**src/hw/ssup_pkg.sv**
```systemverilog
// Package with the constants and carrier types of the supply reset supervisor.
package ssup_pkg;

	// Timebase rate in kHz, so millisecond times convert without large products.
	localparam int SSUP_CLK_KHZ = 125000;
	// Reset stretch time in milliseconds.
	localparam int SSUP_STRETCH_MS = 200;
	// Watchdog timeout in milliseconds.
	localparam int SSUP_WDOG_MS = 1600;
	// Derived cycle counts; both exceed 4096 and are overridable at the top.
	localparam int SSUP_STRETCH_CYC = SSUP_STRETCH_MS * SSUP_CLK_KHZ;
	localparam int SSUP_WDOG_CYC = SSUP_WDOG_MS * SSUP_CLK_KHZ;
	// Width of the cycle counters.
	localparam int SSUP_CNT_W = 32;
	// Number of asynchronous level inputs that pass the synchroniser.
	localparam int SSUP_SYNC_W = 5;
	// Reset value of the synchroniser stages, in struct order: supply good, manual reset released,
	// kick low, kick driven, sense above reference, so no source appears active just after reset.
	localparam logic [SSUP_SYNC_W-1:0] SSUP_SYNC_RST = 5'h09;

	// Synchronised view of the pins.
	typedef struct packed {
		logic supply_low;
		logic manual_reset_n;
		logic kick;
		logic kick_float;
		logic power_fail_n;
	} ssup_pins_type;

endpackage : ssup_pkg

```
**src/hw/ssup_sync.sv**
```systemverilog
// Two flip-flop synchroniser for a group of asynchronous level inputs.
`timescale 1ns/1ps
module ssup_sync
	import ssup_pkg::*;
#(
	parameter int WIDTH = SSUP_SYNC_W,
	parameter logic [WIDTH-1:0] RST_VAL = '0
) (
	input wire logic clk_in,
	input wire logic rst_n_in,
	input wire logic [WIDTH-1:0] async_in,
	output logic [WIDTH-1:0] sync_out
);

	logic [WIDTH-1:0] meta_r;

	// The first stage feeds only the second stage.
	always_ff @(posedge clk_in or negedge rst_n_in) begin
		if (!rst_n_in) begin
			meta_r <= RST_VAL;
			sync_out <= RST_VAL;
		end else begin
			meta_r <= async_in;
			sync_out <= meta_r;
		end
	end

endmodule : ssup_sync

```
**src/hw/ssup_top.sv**
```systemverilog
// Supply reset supervisor: reset stretch, manual reset, watchdog and power-fail flag.
// Operation
// - Reset output is low while the supply-low indication is active.
// - Reset stays low 200 ms after supply recovers or manual reset rises.
// - A low manual reset input asserts the reset output.
// - Manual reset input is debounced inside the device.
// - Alarm goes low when kick input does not change within 1.6 s.
// - Any kick edge clears the watchdog counter; processor must toggle in time.
// - Watchdog counter is held cleared while reset is asserted.
// - A floating kick input disables watchdog timeout detection.
// - After a timeout the alarm stays low until the counter is cleared.
// - Alarm is forced low while the supply-low indication is active.
// - Alarm releases high at once when the supply recovers.
// - A watchdog timeout never asserts the reset output by itself.
// - Active-high reset output is always the inverse of the low one.
// - Power-fail flag is low while sense input is below reference.
// - Variants with active-high reset have no watchdog function; here RESET_OUT exists with the watchdog too.
// - Manual reset is debounced by the reset stretch period itself.
`timescale 1ns/1ps
module ssup_top
	import ssup_pkg::*;
#(
	parameter int STRETCH_CYC = SSUP_STRETCH_CYC,
	parameter int WDOG_CYC = SSUP_WDOG_CYC,
	parameter bit HAS_WATCHDOG = 1'h1
) (
	input wire logic CLOCK_IN,
	input wire logic RST_N_IN,
	input wire logic SUPPLY_LOW_IN,
	input wire logic MANUAL_RESET_IN_N,
	input wire logic WATCHDOG_KICK_IN,
	input wire logic WATCHDOG_KICK_FLOAT_IN,
	input wire logic POWER_FAIL_SENSE_IN,
	output logic RESET_OUT_N,
	output logic RESET_OUT,
	output logic WATCHDOG_ALARM_OUT_N,
	output logic POWER_FAIL_FLAG_OUT_N
);

	// Elaboration check: counters must fit and a stretch shorter than two cycles could not be measured.
	if (STRETCH_CYC < 2 || WDOG_CYC < 2 || STRETCH_CYC > 32'h7fffffff || WDOG_CYC > 32'h7fffffff) begin : g_chk
		$error("ssup_top: cycle counts out of range");
	end

	localparam logic [SSUP_CNT_W-1:0] STRETCH_LAST = SSUP_CNT_W'(STRETCH_CYC - 1);
	localparam logic [SSUP_CNT_W-1:0] WDOG_LAST = SSUP_CNT_W'(WDOG_CYC - 1);

	ssup_pins_type pins;
	logic [SSUP_SYNC_W-1:0] sync_bus;
	logic kick_prev_r;
	logic kick_edge;
	logic hold;
	logic [SSUP_CNT_W-1:0] stretch_cnt_r;
	logic [SSUP_CNT_W-1:0] stretch_cnt_nxt;
	logic [SSUP_CNT_W-1:0] wdog_cnt_r;
	logic timed_out_r;

	////////////////////////////////////////////////////////////////////////////////
	// Input synchronisation.

	// Every level input is asynchronous to the timebase, so all five pass two flip-flops.
	ssup_sync #(
		.WIDTH(SSUP_SYNC_W),
		.RST_VAL(SSUP_SYNC_RST)
	) ssup_sync_inst (
		.clk_in(CLOCK_IN),
		.rst_n_in(RST_N_IN),
		.async_in({SUPPLY_LOW_IN, MANUAL_RESET_IN_N, WATCHDOG_KICK_IN, WATCHDOG_KICK_FLOAT_IN, POWER_FAIL_SENSE_IN}),
		.sync_out(sync_bus)
	);
	assign pins = sync_bus;

	////////////////////////////////////////////////////////////////////////////////
	// Reset generation.

	// Either source holds the stretch counter at zero; the watchdog is not a source.
	assign hold = pins.supply_low | ~pins.manual_reset_n;

	// Counter restarts on every low sample of the manual input, so bounces only lengthen the pulse.
	always_comb begin
		if (hold) begin
			stretch_cnt_nxt = '0;
		end else if (stretch_cnt_r != STRETCH_LAST) begin
			stretch_cnt_nxt = stretch_cnt_r + 1'h1;
		end else begin
			stretch_cnt_nxt = stretch_cnt_r;
		end
	end

	// Reset is low from power-up until the stretch has run out.
	always_ff @(posedge CLOCK_IN or negedge RST_N_IN) begin
		if (!RST_N_IN) begin
			stretch_cnt_r <= '0;
			RESET_OUT_N <= 1'h0;
			RESET_OUT <= 1'h1;
		end else begin
			stretch_cnt_r <= stretch_cnt_nxt;
			RESET_OUT_N <= ~hold & (stretch_cnt_nxt == STRETCH_LAST);
			RESET_OUT <= hold | (stretch_cnt_nxt != STRETCH_LAST);
		end
	end

	////////////////////////////////////////////////////////////////////////////////
	// Watchdog.

	// Edge detector on the second synchroniser stage.
	always_ff @(posedge CLOCK_IN or negedge RST_N_IN) begin
		if (!RST_N_IN) begin
			kick_prev_r <= 1'h0;
		end else begin
			kick_prev_r <= pins.kick;
		end
	end
	assign kick_edge = pins.kick ^ kick_prev_r;

	// Counter clears on any edge, while reset is low, or when the input floats.
	always_ff @(posedge CLOCK_IN or negedge RST_N_IN) begin
		if (!RST_N_IN) begin
			wdog_cnt_r <= '0;
			timed_out_r <= 1'h0;
		end else if (!HAS_WATCHDOG || kick_edge || !RESET_OUT_N || pins.kick_float) begin
			wdog_cnt_r <= '0;
			timed_out_r <= 1'h0;
		end else if (wdog_cnt_r == WDOG_LAST) begin
			timed_out_r <= 1'h1;
		end else begin
			wdog_cnt_r <= wdog_cnt_r + 1'h1;
		end
	end

	// Low on timeout or low supply; release follows supply recovery directly.
	always_ff @(posedge CLOCK_IN or negedge RST_N_IN) begin
		if (!RST_N_IN) begin
			WATCHDOG_ALARM_OUT_N <= 1'h1;
		end else begin
			WATCHDOG_ALARM_OUT_N <= !HAS_WATCHDOG | ~(timed_out_r | pins.supply_low);
		end
	end

	////////////////////////////////////////////////////////////////////////////////
	// Power-fail flag.

	// The sense input is the comparator result: high means above reference.
	always_ff @(posedge CLOCK_IN or negedge RST_N_IN) begin
		if (!RST_N_IN) begin
			POWER_FAIL_FLAG_OUT_N <= 1'h1;
		end else begin
			POWER_FAIL_FLAG_OUT_N <= pins.power_fail_n;
		end
	end

	////////////////////////////////////////////////////////////////////////////////
	// Assertions.

	property p_supply_reset;
		@(posedge CLOCK_IN) disable iff (!RST_N_IN) pins.supply_low |=> !RESET_OUT_N;
	endproperty
	a_supply_reset: assert property (p_supply_reset) else $error("reset high during low supply");

	property p_manual_reset;
		@(posedge CLOCK_IN) disable iff (!RST_N_IN) !pins.manual_reset_n |=> !RESET_OUT_N;
	endproperty
	a_manual_reset: assert property (p_manual_reset) else $error("reset high during manual reset");

	property p_stretch;
		@(posedge CLOCK_IN) disable iff (!RST_N_IN) $rose(RESET_OUT_N) |-> $past(stretch_cnt_r) == STRETCH_LAST - 1'h1;
	endproperty
	a_stretch: assert property (p_stretch) else $error("reset released before the stretch ended");

	property p_inverse;
		@(posedge CLOCK_IN) disable iff (!RST_N_IN) RESET_OUT == !RESET_OUT_N;
	endproperty
	a_inverse: assert property (p_inverse) else $error("reset outputs not complementary");

	property p_hold_cleared;
		@(posedge CLOCK_IN) disable iff (!RST_N_IN) !RESET_OUT_N |=> wdog_cnt_r == '0;
	endproperty
	a_hold_cleared: assert property (p_hold_cleared) else $error("watchdog counted during reset");

	property p_timeout;
		@(posedge CLOCK_IN) disable iff (!RST_N_IN) timed_out_r |=> !WATCHDOG_ALARM_OUT_N;
	endproperty
	a_timeout: assert property (p_timeout) else $error("alarm high after timeout");

	property p_float;
		@(posedge CLOCK_IN) disable iff (!RST_N_IN) pins.kick_float |=> !timed_out_r;
	endproperty
	a_float: assert property (p_float) else $error("timeout while kick floats");

	property p_alarm_release;
		@(posedge CLOCK_IN) disable iff (!RST_N_IN) !pins.supply_low && !timed_out_r |=> WATCHDOG_ALARM_OUT_N;
	endproperty
	a_alarm_release: assert property (p_alarm_release) else $error("alarm low without cause");

	property p_no_wdog_reset;
		@(posedge CLOCK_IN) disable iff (!RST_N_IN) !hold && RESET_OUT_N |=> RESET_OUT_N;
	endproperty
	a_no_wdog_reset: assert property (p_no_wdog_reset) else $error("reset without a reset source");

	property p_power_fail;
		@(posedge CLOCK_IN) disable iff (!RST_N_IN) 1'h1 |=> POWER_FAIL_FLAG_OUT_N == $past(pins.power_fail_n);
	endproperty
	a_power_fail: assert property (p_power_fail) else $error("power-fail flag does not follow sense");

	property p_kick_clear;
		@(posedge CLOCK_IN) disable iff (!RST_N_IN) kick_edge |=> wdog_cnt_r == '0;
	endproperty
	a_kick_clear: assert property (p_kick_clear) else $error("watchdog counter kept after a kick edge");

	property p_reach_timeout;
		@(posedge CLOCK_IN) disable iff (!RST_N_IN)
			HAS_WATCHDOG && RESET_OUT_N && !kick_edge && !pins.kick_float && wdog_cnt_r == WDOG_LAST |=> timed_out_r;
	endproperty
	a_reach_timeout: assert property (p_reach_timeout) else $error("no timeout after a full period");

	property p_supply_alarm;
		@(posedge CLOCK_IN) disable iff (!RST_N_IN) HAS_WATCHDOG && pins.supply_low |=> !WATCHDOG_ALARM_OUT_N;
	endproperty
	a_supply_alarm: assert property (p_supply_alarm) else $error("alarm high during low supply");

	property p_no_watchdog;
		@(posedge CLOCK_IN) disable iff (!RST_N_IN) !HAS_WATCHDOG |-> WATCHDOG_ALARM_OUT_N && wdog_cnt_r == '0;
	endproperty
	a_no_watchdog: assert property (p_no_watchdog) else $error("watchdog active in the variant without it");

	c_release: cover property (@(posedge CLOCK_IN) disable iff (!RST_N_IN) $rose(RESET_OUT_N));
	c_timeout: cover property (@(posedge CLOCK_IN) disable iff (!RST_N_IN) $rose(timed_out_r));
	c_kick: cover property (@(posedge CLOCK_IN) disable iff (!RST_N_IN) kick_edge && RESET_OUT_N);
	c_pfail: cover property (@(posedge CLOCK_IN) disable iff (!RST_N_IN) $fell(POWER_FAIL_FLAG_OUT_N));

endmodule : ssup_top

```
**config.mk**
```make
export PLATFORM = sky130hd
export DESIGN_NAME = ssup_top
export DESIGN_NICKNAME = d
export VERILOG_FILES = /design/src/hw/ssup_pkg.sv /design/src/hw/ssup_sync.sv /design/src/hw/ssup_top.sv
export SDC_FILE = /design/constraint.sdc
export NUM_CORES = 1
export LEC_CHECK = 0
export BUFFER_PORTS_ARGS = -buffer_cell sky130_fd_sc_hd__buf_2
export CAP_MARGIN = 20
export CELL_PAD_IN_SITES_DETAIL_PLACEMENT = 1
export CELL_PAD_IN_SITES_GLOBAL_PLACEMENT = 1
export CORE_MARGIN = 2
export CORE_UTILIZATION = 55
export CTS_BUF_LIST = sky130_fd_sc_hd__clkbuf_8
export CTS_CLUSTER_SIZE = 14
export DETAILED_ROUTE_END_ITERATION = 10
export GPL_TIMING_DRIVEN = 0
export PLACE_DENSITY = 0.95
export SYNTH_ARGS = -nofsm -noshare
export SYNTH_HDL_FRONTEND = slang
export SYNTH_HIERARCHICAL = 1
export SYNTH_SLANG_ARGS = --single-unit
```
**constraint.sdc**
```tcl
create_clock -name CLOCK_IN -period 4.2 [get_ports CLOCK_IN]
set_input_delay 0.84 -clock CLOCK_IN [delete_from_list [all_inputs] [get_ports CLOCK_IN]]
set_output_delay 0.84 -clock CLOCK_IN [all_outputs]
set_load 0.05 [all_outputs]
```
# [Word level (Yosys, flattened, before mapping)]
# Index checks and enable logic that the tools add are counted.
[totals] regBits=80 input_bits=7 output_inout_bits=4 elab_cells=35
[op_classes] n_addsub=2 eq_ne=5 n_mux=6 bitwise=8 n_reduce_logical=4
[ops] op="$mux W32" n=4
[ops] op="$add A32 B1 Y32 const B" n=2
[ops] op="$ne A32 B25 Y1 const B" n=2
[ops] op="$eq A32 B25 Y1 const B" n=1
[ops] op="$eq A32 B28 Y1 const B" n=1
[ops] op="$not A1 Y1" n=3
[ops] op="$or A1 B1 Y1" n=3
[ops] op="$logic_or A1 B1 Y1" n=2
[ops] op="$mux W1" n=2
[ops] op="$ne A2 B2 Y1 const B" n=1
[ops] op="$reduce_bool A2 Y1" n=1
[ops] op="$and A1 B1 Y1" n=1
[ops] op="$logic_not A1 Y1" n=1
[ops] op="$xor A1 B1 Y1" n=1

# [Depth between registers and ports, before layout]
# Gate-level depths: netlist of the first run.
[depth] word_depth=5 depth_mapped=9

# [Modules after synthesis]
# Netlist of the first run, hierarchy kept.
[modules_own_cells] mod="ssup_top" n_inst=1 cells_each=401 area_each_um2=3702.3 seq_area_each_um2=1755.4
[modules_own_cells] mod="ssup_sync" n_inst=1 cells_each=10 area_each_um2=255.2 seq_area_each_um2=255.2

# [Least setup slack after synthesis of the first run]
# No wires, ideal clock.
[synth_path] kind="reg2reg" startpoint="reg stretch_cnt_r[0]" endpoint="reg RESET_OUT" setup_time_ns=0.094 arrival_ns=2.524 required_ns=4.106 path_slack_ns=1.582 path_stages_with_launch=10 path_buffers=1 cell_sequence="dfrtp_1 -> ha_1 -> clkbuf_1 -> nand3_1 -> nor3_2 -> nand4_1 -> xnor2_1 -> a2111oi_2 -> nand4b_1 -> or4_1"
[synth_between] elab_chain_cells=5
[synth_lines] item="start, declared" line_no="ssup_top.sv:53" source="logic [SSUP_CNT_W-1:0] stretch_cnt_r;"
[synth_lines] item="start signal, assigned" line_no="ssup_top.sv:97" source="stretch_cnt_r <= stretch_cnt_nxt;"
[synth_lines] item="$add A32 B1 Y32 or $ne A32 B25 Y1 (tied branches)" line_no="ssup_top.sv:84, ssup_top.sv:83"
[synth_lines] item="$mux W32 (*)" line_no="ssup_top.sv:83" source="end else if (stretch_cnt_r != STRETCH_LAST) begin"
[synth_lines] item="$mux W32 (*)" line_no="ssup_top.sv:81" source="if (hold) begin"
[synth_lines] item="$ne A32 B25 Y1 (*)" line_no="ssup_top.sv:99" source="RESET_OUT <= hold | (stretch_cnt_nxt != STRETCH_LAST);"
[synth_lines] item="$or A1 B1 Y1 (*)" line_no="ssup_top.sv:99"
[synth_lines] item="end signal, assigned" line_no="ssup_top.sv:99"
[synth_lines] item="end, declared" line_no="ssup_top.sv:35" source="output logic RESET_OUT,"
# Mark *: on every way between the ends. The rest lies on a longest branch, timed or not.
# A chain may end at the register's enable or synchronous reset.

# [Worst setup path in the final report of the first run]
# Same ends and word-level chain as after synthesis.

==> results.md, run 1 <==
* **Placeable Area** 6870 sq um
* **first-pass iteration count of the detailed router** 5
* **startpoint type of the worst setup path** flip-flop
* **Top Ports** 11
* **TritonCTS Buffers** 9
* **number of global-route vias before repair** 3407
* **DR iter-0 viols** 294
* **number of violations of the max-capacitance limit** 0
* **reported leakage power** 1.70 nW
* **root cell of the clock tree** clkbuf_8
* **fraction of registers with async set or reset after synthesis** 100%
* **post-synthesis sequential area ratio** 50.8%
* **total of buffers placed on input and output ports** 10
* **cell count after synthesis** 411
* **Mean Syn Cell Area** 9.63 sq um
* **category of the worst setup path capture point** flip-flop
* **power density over the cells** 326 nW/um^2
* **number of distinct standard cells referenced by the synthesized netlist** 45
* **overflow left after global routing** 0
* **number of flops mapped to enable cells by yosys** 0
* **number of buffers on the longest clock path** 2
* **WL per Instance** 19.9 microns
* **dpl hpwl** 7080 microns
* **Finished Layout Cells** 534
* **final antenna diode count** 0
* **DR DRC count** 0
* **Post-synth top cells** 73 x dfrtp_1, 66 x nor2_1, 38 x xor2_1
* **reg-to-reg slack, setup** 0.89 ns
* **pin count of the biggest net entering global routing** 43
* **DP Cell Count** 518
* **Peak supply drop** 0.259 mV
* **netlist area before placement** 3960 sq um
* **vias per cell** 6.20
* **RSZ-0062 raised after global routing** no
* **count of nets left with antenna violations after detail routing** 0
* **Setup Fix Bufs, Post-CTS** 0
* **ranking of synthesized cells by area** dfrtp_1 46%, xor2_1 8.4%, nor2_1 6.3%, dfstp_2 4.6%, nand3_1 4.0%
* **core occupancy in the finished layout** 63.6%
* **worst-path maximum fanout** 8
* **max-slew violation count** 0
* **largest incremental delay on the critical path** 0.55 ns
* **post-synthesis to final-layout area growth** 10.3%
* **fmax** 302 MHz
* **floorplan die area** 7890 sq um
* **row count** 30
* **worst hold path class** flip-flop to flip-flop
* **data required time at the worst endpoint** 4.48 ns
* **fin crit share** 78.9%
* **number of flip-flops and latches in the synthesized netlist** 80
* **number of buffers and inverters on the critical path** 1
* **run status** complete, no violations
* **slew of the pin with the lowest slew margin** 1.04 ns
* **H-tree depth** 3
* **Chip Height** 88.8 microns
* **clock edge transition at the registers on the reported setup and hold paths** 0.08 ns
* **CTS tree** built
* **Net count, final** 442
* **worst clock skew on the final layout** 0.0145 ns
* **Synth Net Count** 420
* **commonest register cell after synthesis** dfrtp_1
* **worst endpoint data arrival time** 3.60 ns
* **initial antenna violation count** 0
* **initial standard-cell utilization of the core** 57.6%
* **CTS-repair resized insts** 0
* **Horiz. Die Dim** 88.8 microns
* **total global-route track usage** 29.2%
* **largest area contributor in the netlist** dfrtp_1
* **Min Clock Period, post-route** 3.31 ns
* **total setup violations reported at the end of the flow** 0
* **Hold Violations, Final** 0
* **first-pass GRT wire length** 17100 microns
* **count of synthesis-stage warnings from yosys** 6
* **cell with the most instances after synthesis** dfrtp_1
* **slew margin rel.** 30.0%
* **cell type group with the largest total delay on the critical path** simple AND/OR/NAND/NOR gates
* **top cell type's share of synthesized area** 46.2%
* **slowest CP cell** or4_1
* **Final TNS setup** 0 ns
* **cells along the critical path** ha_1 -> clkbuf_1 -> nand3_1 -> nor3_2 -> nand4_1 -> xnor2_1 -> a2111oi_2 -> nand4b_1 -> or4_1
* **weighted congestion at the end of routability-driven global placement** 0.933
* **hold buffer count at cts** 0
* **start-to-end type of the worst setup path** flip-flop to flip-flop
* **via count** 3313
* **clock tree sinks** 80
* **fraction of layout cells with a size suffix above 1** 10.3%
* **total length of routed wires** 10600 microns
* **worst-skew pair later-pin latency** 0.36 ns
[cells in the final DEF (no fill, tap or decap), types with 7 or more instances in the layout]
cell	instances
a21oi_1	12
and2_1	8
and3_1	9
buf_2	13
clkbuf_1	11
clkbuf_8	11
dfrtp_1	73
dfstp_2	7
nand2_1	28
nand3_1	32
nand4_1	19
nor2_1	66
nor3_1	14
nor4_1	11
xnor2_1	13
xor2_1	38
[kinds of logic after synthesis]
| family | share of synthesized area, % |
|---|---|
| muxes | 0.506 |
| and+or+nand+nor | 29.4 |
| DFF | 50.8 |
| buffers and inverters | 2.12 |
| AOI/OAI and AO/OA | 5.22 |
| adders and majority gates | 0.632 |
| xor gates and xnor gates | 11.3 |
[worst register-to-register path, stage by stage, from the launching register on]
cell	delay (ns)
dfrtp_1	0.46
ha_1	0.18
clkbuf_1	0.28
nand3_1	0.27
nor3_2	0.49
nand4_1	0.20
xnor2_1	0.19
a2111oi_2	0.39
nand4b_1	0.22
or4_1	0.55
[registers in the layout, summed over array words and instances, names as in the netlist, 5 cells and up]
name	count
stretch_cnt_r	32
ssup_sync_inst/sync_out	5
wdog_cnt_r	32
ssup_sync_inst/meta_r	5
[layer usage]
metal	vias to the layer above	GRT usage [%]	routed length [microns]
met5	-	0	0
met4	0	16.3	440
met3	36	6.53	470
met2	114	48.1	5390
met1	1672	35.3	4310
li1	1491	-	-
[through the flow]
step	hold slack (ns)	instance area (sq um)	setup WS (ns)	total power [mW]
5_1_grt	0.358	4370	0.632	1.48
2_1_floorplan	0.331	3960	1.58	0.810
3_5_place_dp	0.336	4150	0.994	0.837
6_report	0.353	4370	0.886	1.42
4_1_cts	0.356	4370	0.912	1.44
3_3_place_gp	0.335	4130	1.05	0.832
[worst paths after layout]
| check | start | depth (start not counted) | endpoint |
|---|---|---|---|
| min in group asynchronous | RST_N_IN | 1 | stretch_cnt_r[0]$_DFF_PN0_ |
| worst min-delay path | ssup_sync_inst/meta_r[4]$_DFF_PN0_ | 0 | ssup_sync_inst/sync_out[4]$_DFF_PN0_ |
| max in group asynchronous | RST_N_IN | 2 | ssup_sync_inst/sync_out[0]$_DFF_PN1_ |
| worst min register to register | ssup_sync_inst/meta_r[4]$_DFF_PN0_ | 0 | ssup_sync_inst/sync_out[4]$_DFF_PN0_ |
| worst max register to register | stretch_cnt_r[0]$_DFF_PN0_ | 9 | RESET_OUT$_DFF_PN1_ |
| worst max-delay path | stretch_cnt_r[0]$_DFF_PN0_ | 9 | RESET_OUT$_DFF_PN1_ |
[where the power goes]
group | switching, mW | total, mW | internal [mW]
Combinational | 0.0299 | 0.0385 | 0.00863
Clock | 0.292 | 0.603 | 0.311
Sequential | 0.00415 | 0.783 | 0.779
Total | 0.326 | 1.42 | 1.10
[final cells by class]
cell class / count / area [sq um]
fill: 804 / 2500
sequential: 80 / 2010
multi-input combinational: 310 / 1860
clock buffer: 11 / 151
tap: 96 / 120
timing repair buffer: 11 / 72.6
clock inverter: 5 / 63.8
buffer: 15 / 61.3
inverter: 6 / 22.5
No activity file was read; power rests on OpenSTA's default activity.
==> inputs of run 2 (changes only) <==
--- a/config.mk
+++ b/config.mk
@@ -10,12 +10,12 @@
 export CELL_PAD_IN_SITES_DETAIL_PLACEMENT = 1
 export CELL_PAD_IN_SITES_GLOBAL_PLACEMENT = 1
 export CORE_MARGIN = 2
-export CORE_UTILIZATION = 55
+export CORE_UTILIZATION = 46
 export CTS_BUF_LIST = sky130_fd_sc_hd__clkbuf_8
 export CTS_CLUSTER_SIZE = 14
 export DETAILED_ROUTE_END_ITERATION = 10
 export GPL_TIMING_DRIVEN = 0
-export PLACE_DENSITY = 0.95
+export PLACE_DENSITY = 0.85
 export SYNTH_ARGS = -nofsm -noshare
 export SYNTH_HDL_FRONTEND = slang
 export SYNTH_HIERARCHICAL = 1
==> constraint.sdc (replaced) <==
create_clock -name CLOCK_IN -period 2.8 [get_ports CLOCK_IN]
set_input_delay 0.56 -clock CLOCK_IN [delete_from_list [all_inputs] [get_ports CLOCK_IN]]
set_output_delay 0.56 -clock CLOCK_IN [all_outputs]
set_load 0.05 [all_outputs]
==> results.md, run 2 (same netlist as run 1, synthesis figures left out) <==
* **run status** complete, but fails checks
* **violations in the final reports** negative setup slack
* **category of the worst setup path capture point** flip-flop
* **fin crit share** 102%, +24 points
* **initial antenna violation count** 0, unchanged
* **leading cell types in the layout, fill and taps excluded** 73 x dfrtp_1, 66 x nor2_1, 38 x xor2_1
* **slew of the pin with the lowest slew margin** 0.646 ns, -0.395 ns
* **Placeable Area** 8260 sq um, +20%
* **DR DRC count** 0, unchanged
* **dpl hpwl** 6960 microns, -1.7%
* **slowest CP cell** or4_4
* **post-placement worst setup slack** -0.439 ns, -1.43 ns
* **data required time at the worst endpoint** 3.08 ns, -1.40 ns
* **worst clock skew on the final layout** 0.0145 ns, -0.00000570 ns
* **cells along the critical path** or4_4 -> nor4_4 -> nand4_1 -> or3_4 -> a2111oi_4 -> nand4b_1 -> or4_1
* **Finished Layout Cells** 545, +2.1%
* **Hold Violations, Final** 0, unchanged
* **Min Clock Period, post-route** 2.87 ns, -0.446 ns
* **total setup violations reported at the end of the flow** 1, +1
* **slew margin rel.** 56.6%, +27 points
* **via count** 3195, -3.6%
* **Net count, final** 444, +0.45%
* **post-synthesis to final-layout area growth** 12.8%
* **root cell of the clock tree** clkbuf_8
* **number of violations of the max-capacitance limit** 0, unchanged
* **RSZ-0062 raised after global routing** yes
* **number of global-route vias before repair** 3488, +2.4%
* **Horiz. Die Dim** 96.8 microns, +8.9%
* **largest registers** stretch_cnt_r x32, wdog_cnt_r x32
* **fmax** 349 MHz, +16%
* **setup slack after layout** -0.0679 ns, -0.954 ns
* **worst-skew pair later-pin latency** 0.36 ns, about the same
* **Final TNS setup** -0.0679 ns, -0.0679 ns
* **start-to-end type of the worst setup path** flip-flop to flip-flop
* **total length of routed wires** 9880 microns, -6.8%
* **first-pass GRT wire length** 17000 microns, -0.49%
* **worst hold path class** input port to asynchronous set/reset pin
* **Peak supply drop** 0.264 mV, +1.9%
* **first-pass iteration count of the detailed router** 4, -1
* **power density over the cells** 461 nW/um^2, +41%
* **Top Ports** 11, unchanged
* **total power consumption of the routed design** 2.06 mW, +44%
* **CTS tree** built
* **reported leakage power** 1.78 nW, +4.3%
* **number of buffers and inverters on the critical path** 0, -1
* **worst-path maximum fanout** 4, -4
* **clock edge transition at the registers on the reported setup and hold paths** 0.09 ns, about the same
* **overflow left after global routing** 0, unchanged
* **TritonCTS Buffers** 9, unchanged
* **pin count of the biggest net entering global routing** 51, +19%
* **fraction of layout cells with a size suffix above 1** 12.5%, +2.2 points
* **row count** 33, +10%
* **max-slew violation count** 0, unchanged
* **final antenna diode count** 0, unchanged
* **cell type group with the largest total delay on the critical path** simple AND/OR/NAND/NOR gates
* **DP Cell Count** 527, +1.7%
* **hold_ws** 0.129 ns, -0.225 ns
* **number of buffers on the longest clock path** 2, unchanged
* **total global-route track usage** 22.6%, -6.6 points
* **DR iter-0 viols** 223, -24%
* **total of buffers placed on input and output ports** 10, unchanged
* **H-tree depth** 3, unchanged
* **vias per cell** 5.86, -5.5%
* **startpoint type of the worst setup path** flip-flop
* **weighted congestion at the end of routability-driven global placement** 0.841, -9.9%
* **count of nets left with antenna violations after detail routing** 0, unchanged
* **Chip Height** 96.8 microns, +8.9%
* **largest incremental delay on the critical path** 0.54 ns, about the same
* **WL per Instance** 18.1 microns, -8.7%
* **worst endpoint data arrival time** 3.15 ns, -0.45 ns
* **clock tree sinks** 80, unchanged
* **initial standard-cell utilization of the core** 47.9%, -9.7 points
* **floorplan die area** 9360 sq um, +19%
* **leading cell type in the layout, fill and taps excluded** dfrtp_1
==> run 2: metal layers <==
metal	share of wire, %	track usage [%]
met3	3.7	5.71
met1	46	29.3
met5	0	0
met4	1.9	7.80
met2	49	36.9
==> run 2: where the power goes <==
| group | switching [mW] | internal [mW] |
|---|---|---|
| registers | 0.00533 | 1.17 |
| logic | 0.0449 | 0.0143 |
| clock network | 0.424 | 0.400 |
| total | 0.475 | 1.58 |
==> run 2: what timing repair did <==
action,4_1_cts,5_1_grt
pin swaps,4,0
endpoints found under the setup margin,3,2
setup buffers,4,0
hold buffers,0,0
gates resized for setup,10,6
cloned,0,0
==> run 2: cell type report <==
cell class	instances	area (sq um)
Tap cell	105	131
Inverter	6	22.5
Multi-Input combinational cell	310	1950
Timing Repair Buffer	15	110
Clock inverter	7	58.8
Fill cell	949	3790
Sequential cell	80	2010
Buffer	13	60.1
Clock buffer	9	124
==> run 2: path summary, 6_finish.rpt <==
kind / slack (ns) / to / start / depth (start not counted)
max reg2reg: -0.07 / RESET_OUT$_DFF_PN1_ / stretch_cnt_r[26]$_DFF_PN0_ / 7
max: -0.07 / RESET_OUT$_DFF_PN1_ / stretch_cnt_r[26]$_DFF_PN0_ / 7
min in group CLOCK_IN: 0.30 / ssup_sync_inst/meta_r[3]$_DFF_PN1_ / MANUAL_RESET_IN_N / 1
min reg2reg: 0.35 / ssup_sync_inst/sync_out[1]$_DFF_PN0_ / ssup_sync_inst/meta_r[1]$_DFF_PN0_ / 0
max in group asynchronous: 2.02 / RESET_OUT$_DFF_PN1_ / RST_N_IN / 2
min: 0.13 / wdog_cnt_r[25]$_DFFE_PN0P_ / RST_N_IN / 1
==> run 2: worst register-to-register path, delay by kind of cell, from the launching register on <==
family           cells  cell delay [ns]
AO/OA/AOI/OAI        1             0.35
flip-flops           1             0.42
AND/OR/NAND/NOR      6             2.03
==> run 2: stage by stage <==
stage,area [sq um],utilization (%)
CTS,4420,53.5
global placement,4140,50.1
finish,4460,54.0
global route,4460,54.0
floorplan,3960,-
detailed placement,4170,50.5
==> inputs of run 3 (changes only) <==
--- a/config.mk
+++ b/config.mk
@@ -10,12 +10,13 @@
 export CELL_PAD_IN_SITES_DETAIL_PLACEMENT = 1
 export CELL_PAD_IN_SITES_GLOBAL_PLACEMENT = 1
 export CORE_MARGIN = 2
-export CORE_UTILIZATION = 46
+export CORE_UTILIZATION = 30
 export CTS_BUF_LIST = sky130_fd_sc_hd__clkbuf_8
 export CTS_CLUSTER_SIZE = 14
 export DETAILED_ROUTE_END_ITERATION = 10
 export GPL_TIMING_DRIVEN = 0
-export PLACE_DENSITY = 0.85
+export PLACE_DENSITY = 0.62
+export SKIP_LAST_GASP = 1
 export SYNTH_ARGS = -nofsm -noshare
 export SYNTH_HDL_FRONTEND = slang
 export SYNTH_HIERARCHICAL = 1
==> results.md, run 3 (same netlist as run 1, synthesis figures left out) <==
* **run status** complete, but fails checks
* **violations in the final reports** negative setup slack
* **first-pass iteration count of the detailed router** 4, unchanged
* **Hold Violations, Final** 0, unchanged
* **Finished Layout Cells** 622, +14%
* **Top Ports** 11, unchanged
* **WL per Instance** 16.3 microns, -10%
* **power density over the cells** 451 nW/um^2, -2.1%
* **category of the worst setup path capture point** flip-flop
* **pin count of the biggest net entering global routing** 51, unchanged
* **Cell Int Power** 1.67 mW, +5.7%
* **via count** 3149, -1.4%
* **leading cell types in the layout, fill and taps excluded** 68 x dfrtp_1, 66 x nor2_1, 38 x xor2_1
* **fin crit share** 101%, -1.6 points
* **fraction of layout cells with a size suffix above 1** 17.6%, +5.1 points
* **post-synthesis to final-layout area growth** 19.8%
* **switching power of the nets** 0.466 mW, -1.7%
* **final antenna diode count** 0, unchanged
* **max-slew violation count** 0, unchanged
* **total global-route track usage** 15.1%, -7.5 points
* **fmax** 354 MHz, +1.6%
* **Min Clock Period, post-route** 2.82 ns, -0.0438 ns
* **worst-path maximum fanout** 7, +3
* **reported leakage power** 1.87 nW, +5.1%
* **total of buffers placed on input and output ports** 10, unchanged
* **count of nets left with antenna violations after detail routing** 0, unchanged
* **RSZ-0062 raised after global routing** yes
* **TritonCTS Buffers** 9, unchanged
* **total setup violations reported at the end of the flow** 1, unchanged
* **floorplan die area** 14100 sq um, +51%
* **initial standard-cell utilization of the core** 31.0%, -17 points
* **largest incremental delay on the critical path** 0.56 ns, +0.02 ns
* **relative contribution of combinational cells to total power** 2.8%, about the same
* **Final TNS setup** -0.0241 ns, +0.0438 ns
* **DR DRC count** 0, unchanged
* **H-tree depth** 3, unchanged
* **share of total power in the clock network** 42.3%, +2.2 points
* **worst clock skew on the final layout** 0.0152 ns, +0.000673 ns
* **root cell of the clock tree** clkbuf_8
* **post-placement worst setup slack** -0.487 ns, -0.0480 ns
* **Horiz. Die Dim** 119 microns, +23%
* **start-to-end type of the worst setup path** flip-flop to flip-flop
* **worst-skew pair later-pin latency** 0.37 ns, about the same
* **weighted congestion at the end of routability-driven global placement** 0.827, -1.7%
* **reg-to-reg slack, setup** -0.02 ns, +0.04 ns
* **Peak supply drop** 0.281 mV, +6.2%
* **dpl hpwl** 6820 microns, -1.9%
* **startpoint type of the worst setup path** flip-flop
* **slew of the pin with the lowest slew margin** 0.698 ns, +0.0519 ns
* **first-pass GRT wire length** 16900 microns, -0.73%
* **worst hold path class** input port to asynchronous set/reset pin
* **setup slack after layout** -0.0241 ns, +0.0438 ns
* **power share of the sequential group** 54.9%, -2.2 points
* **initial antenna violation count** 0, unchanged
* **Switching Share** 21.8%, -1.3 points
* **slowest CP cell** or4_1
* **cells along the critical path** buf_4 -> nand4_1 -> buf_6 -> or4_4 -> a21oi_4 -> o211ai_1 -> nor4_2 -> nand4b_1 -> or4_1
* **clock edge transition at the registers on the reported setup and hold paths** 0.09 ns, about the same
* **number of violations of the max-capacitance limit** 0, unchanged
* **row count** 41, +24%
* **overflow left after global routing** 0, unchanged
* **total power consumption of the routed design** 2.14 mW, +4.0%
* **number of global-route vias before repair** 3297, -5.5%
* **largest registers** stretch_cnt_r x32, wdog_cnt_r x32
* **Placeable Area** 12800 sq um, +55%
* **data required time at the worst endpoint** 3.08 ns, about the same
* **leading cell type in the layout, fill and taps excluded** dfrtp_1
* **number of buffers on the longest clock path** 2, unchanged
* **worst endpoint data arrival time** 3.10 ns, -0.05 ns
* **slew margin rel.** 53.1%, -3.5 points
* **clock tree sinks** 80, unchanged
* **Chip Height** 119 microns, +23%
* **total length of routed wires** 10100 microns, +2.5%
* **DR iter-0 viols** 157, -30%
* **CTS tree** built
* **vias per cell** 5.06, -14%
* **Net count, final** 454, +2.3%
* **core occupancy in the finished layout** 37.1%, -17 points
* **DP Cell Count** 594, +13%
run 3: worst max-delay path: cells and delay by family (launching register included):
kind,cells,cell delay [ns]
AND/OR/NAND/NOR,5,1.80
flip-flops,1,0.32
buffers and inverters,2,0.32
AO/OA/AOI/OAI,2,0.29
run 3: power by group through the flow:
stage	clock [mW]	combinational (mW)	sequential [mW]
after global placement	0	0.0556	1.20
after CTS	0.948	0.0618	1.17
after detailed placement	0	0.0613	1.20
after floorplan	0	0.0134	1.20
final	0.905	0.0595	1.17
after global routing	0.994	0.0681	1.18
run 3: through the flow:
stage               instance area, sq um  hold slack, ns
floorplan                           3960           0.264
finish                              4740           0.122
detailed placement                  4250           0.347
global route                        4740           0.130
CTS                                 4550           0.118
global placement                    4220           0.335
run 3: metal layers:
metal	share of wire (%)	wire length, microns	GRT usage (%)	up-vias
li1	-	-	-	1514
met1	48	4820	19.7	1589
met2	47	4800	24.4	35
met3	3.5	353	4.26	11
met4	1.5	157	4.54	0
met5	0	0	0	-
run 3: worst paths after layout:
kind | from | end | depth (start not counted)
max | stretch_cnt_r[3]$_DFF_PN0_ | RESET_OUT$_DFF_PN1_ | 9
min | RST_N_IN | stretch_cnt_r[30]$_DFF_PN0_ | 1
max reg2reg | stretch_cnt_r[3]$_DFF_PN0_ | RESET_OUT$_DFF_PN1_ | 9
min reg2reg | ssup_sync_inst/meta_r[3]$_DFF_PN1_ | ssup_sync_inst/sync_out[3]$_DFF_PN1_ | 0
max in group asynchronous | RST_N_IN | RESET_OUT$_DFF_PN1_ | 2
min in group CLOCK_IN | WATCHDOG_KICK_IN | ssup_sync_inst/meta_r[2]$_DFF_PN0_ | 1
run 3: final cells by class:
| cell class | count | area (sq um) |
|---|---|---|
| Buffer | 11 | 57.6 |
| Tap cell | 172 | 215 |
| Sequential cell | 80 | 2020 |
| Fill cell | 1455 | 8030 |
| Timing Repair Buffer | 27 | 200 |
| Inverter | 6 | 22.5 |
| Clock buffer | 9 | 124 |
| Clock inverter | 7 | 81.3 |
| Multi-Input combinational cell | 310 | 2020 |
run 3: timing repair:
item / in CTS / in global routing
hold buffers: 0 / 0
buffers inserted: 6 / 10
resized for setup: 9 / 30
pin swaps: 5 / 12
endpoints found under the setup margin: 6 / 2
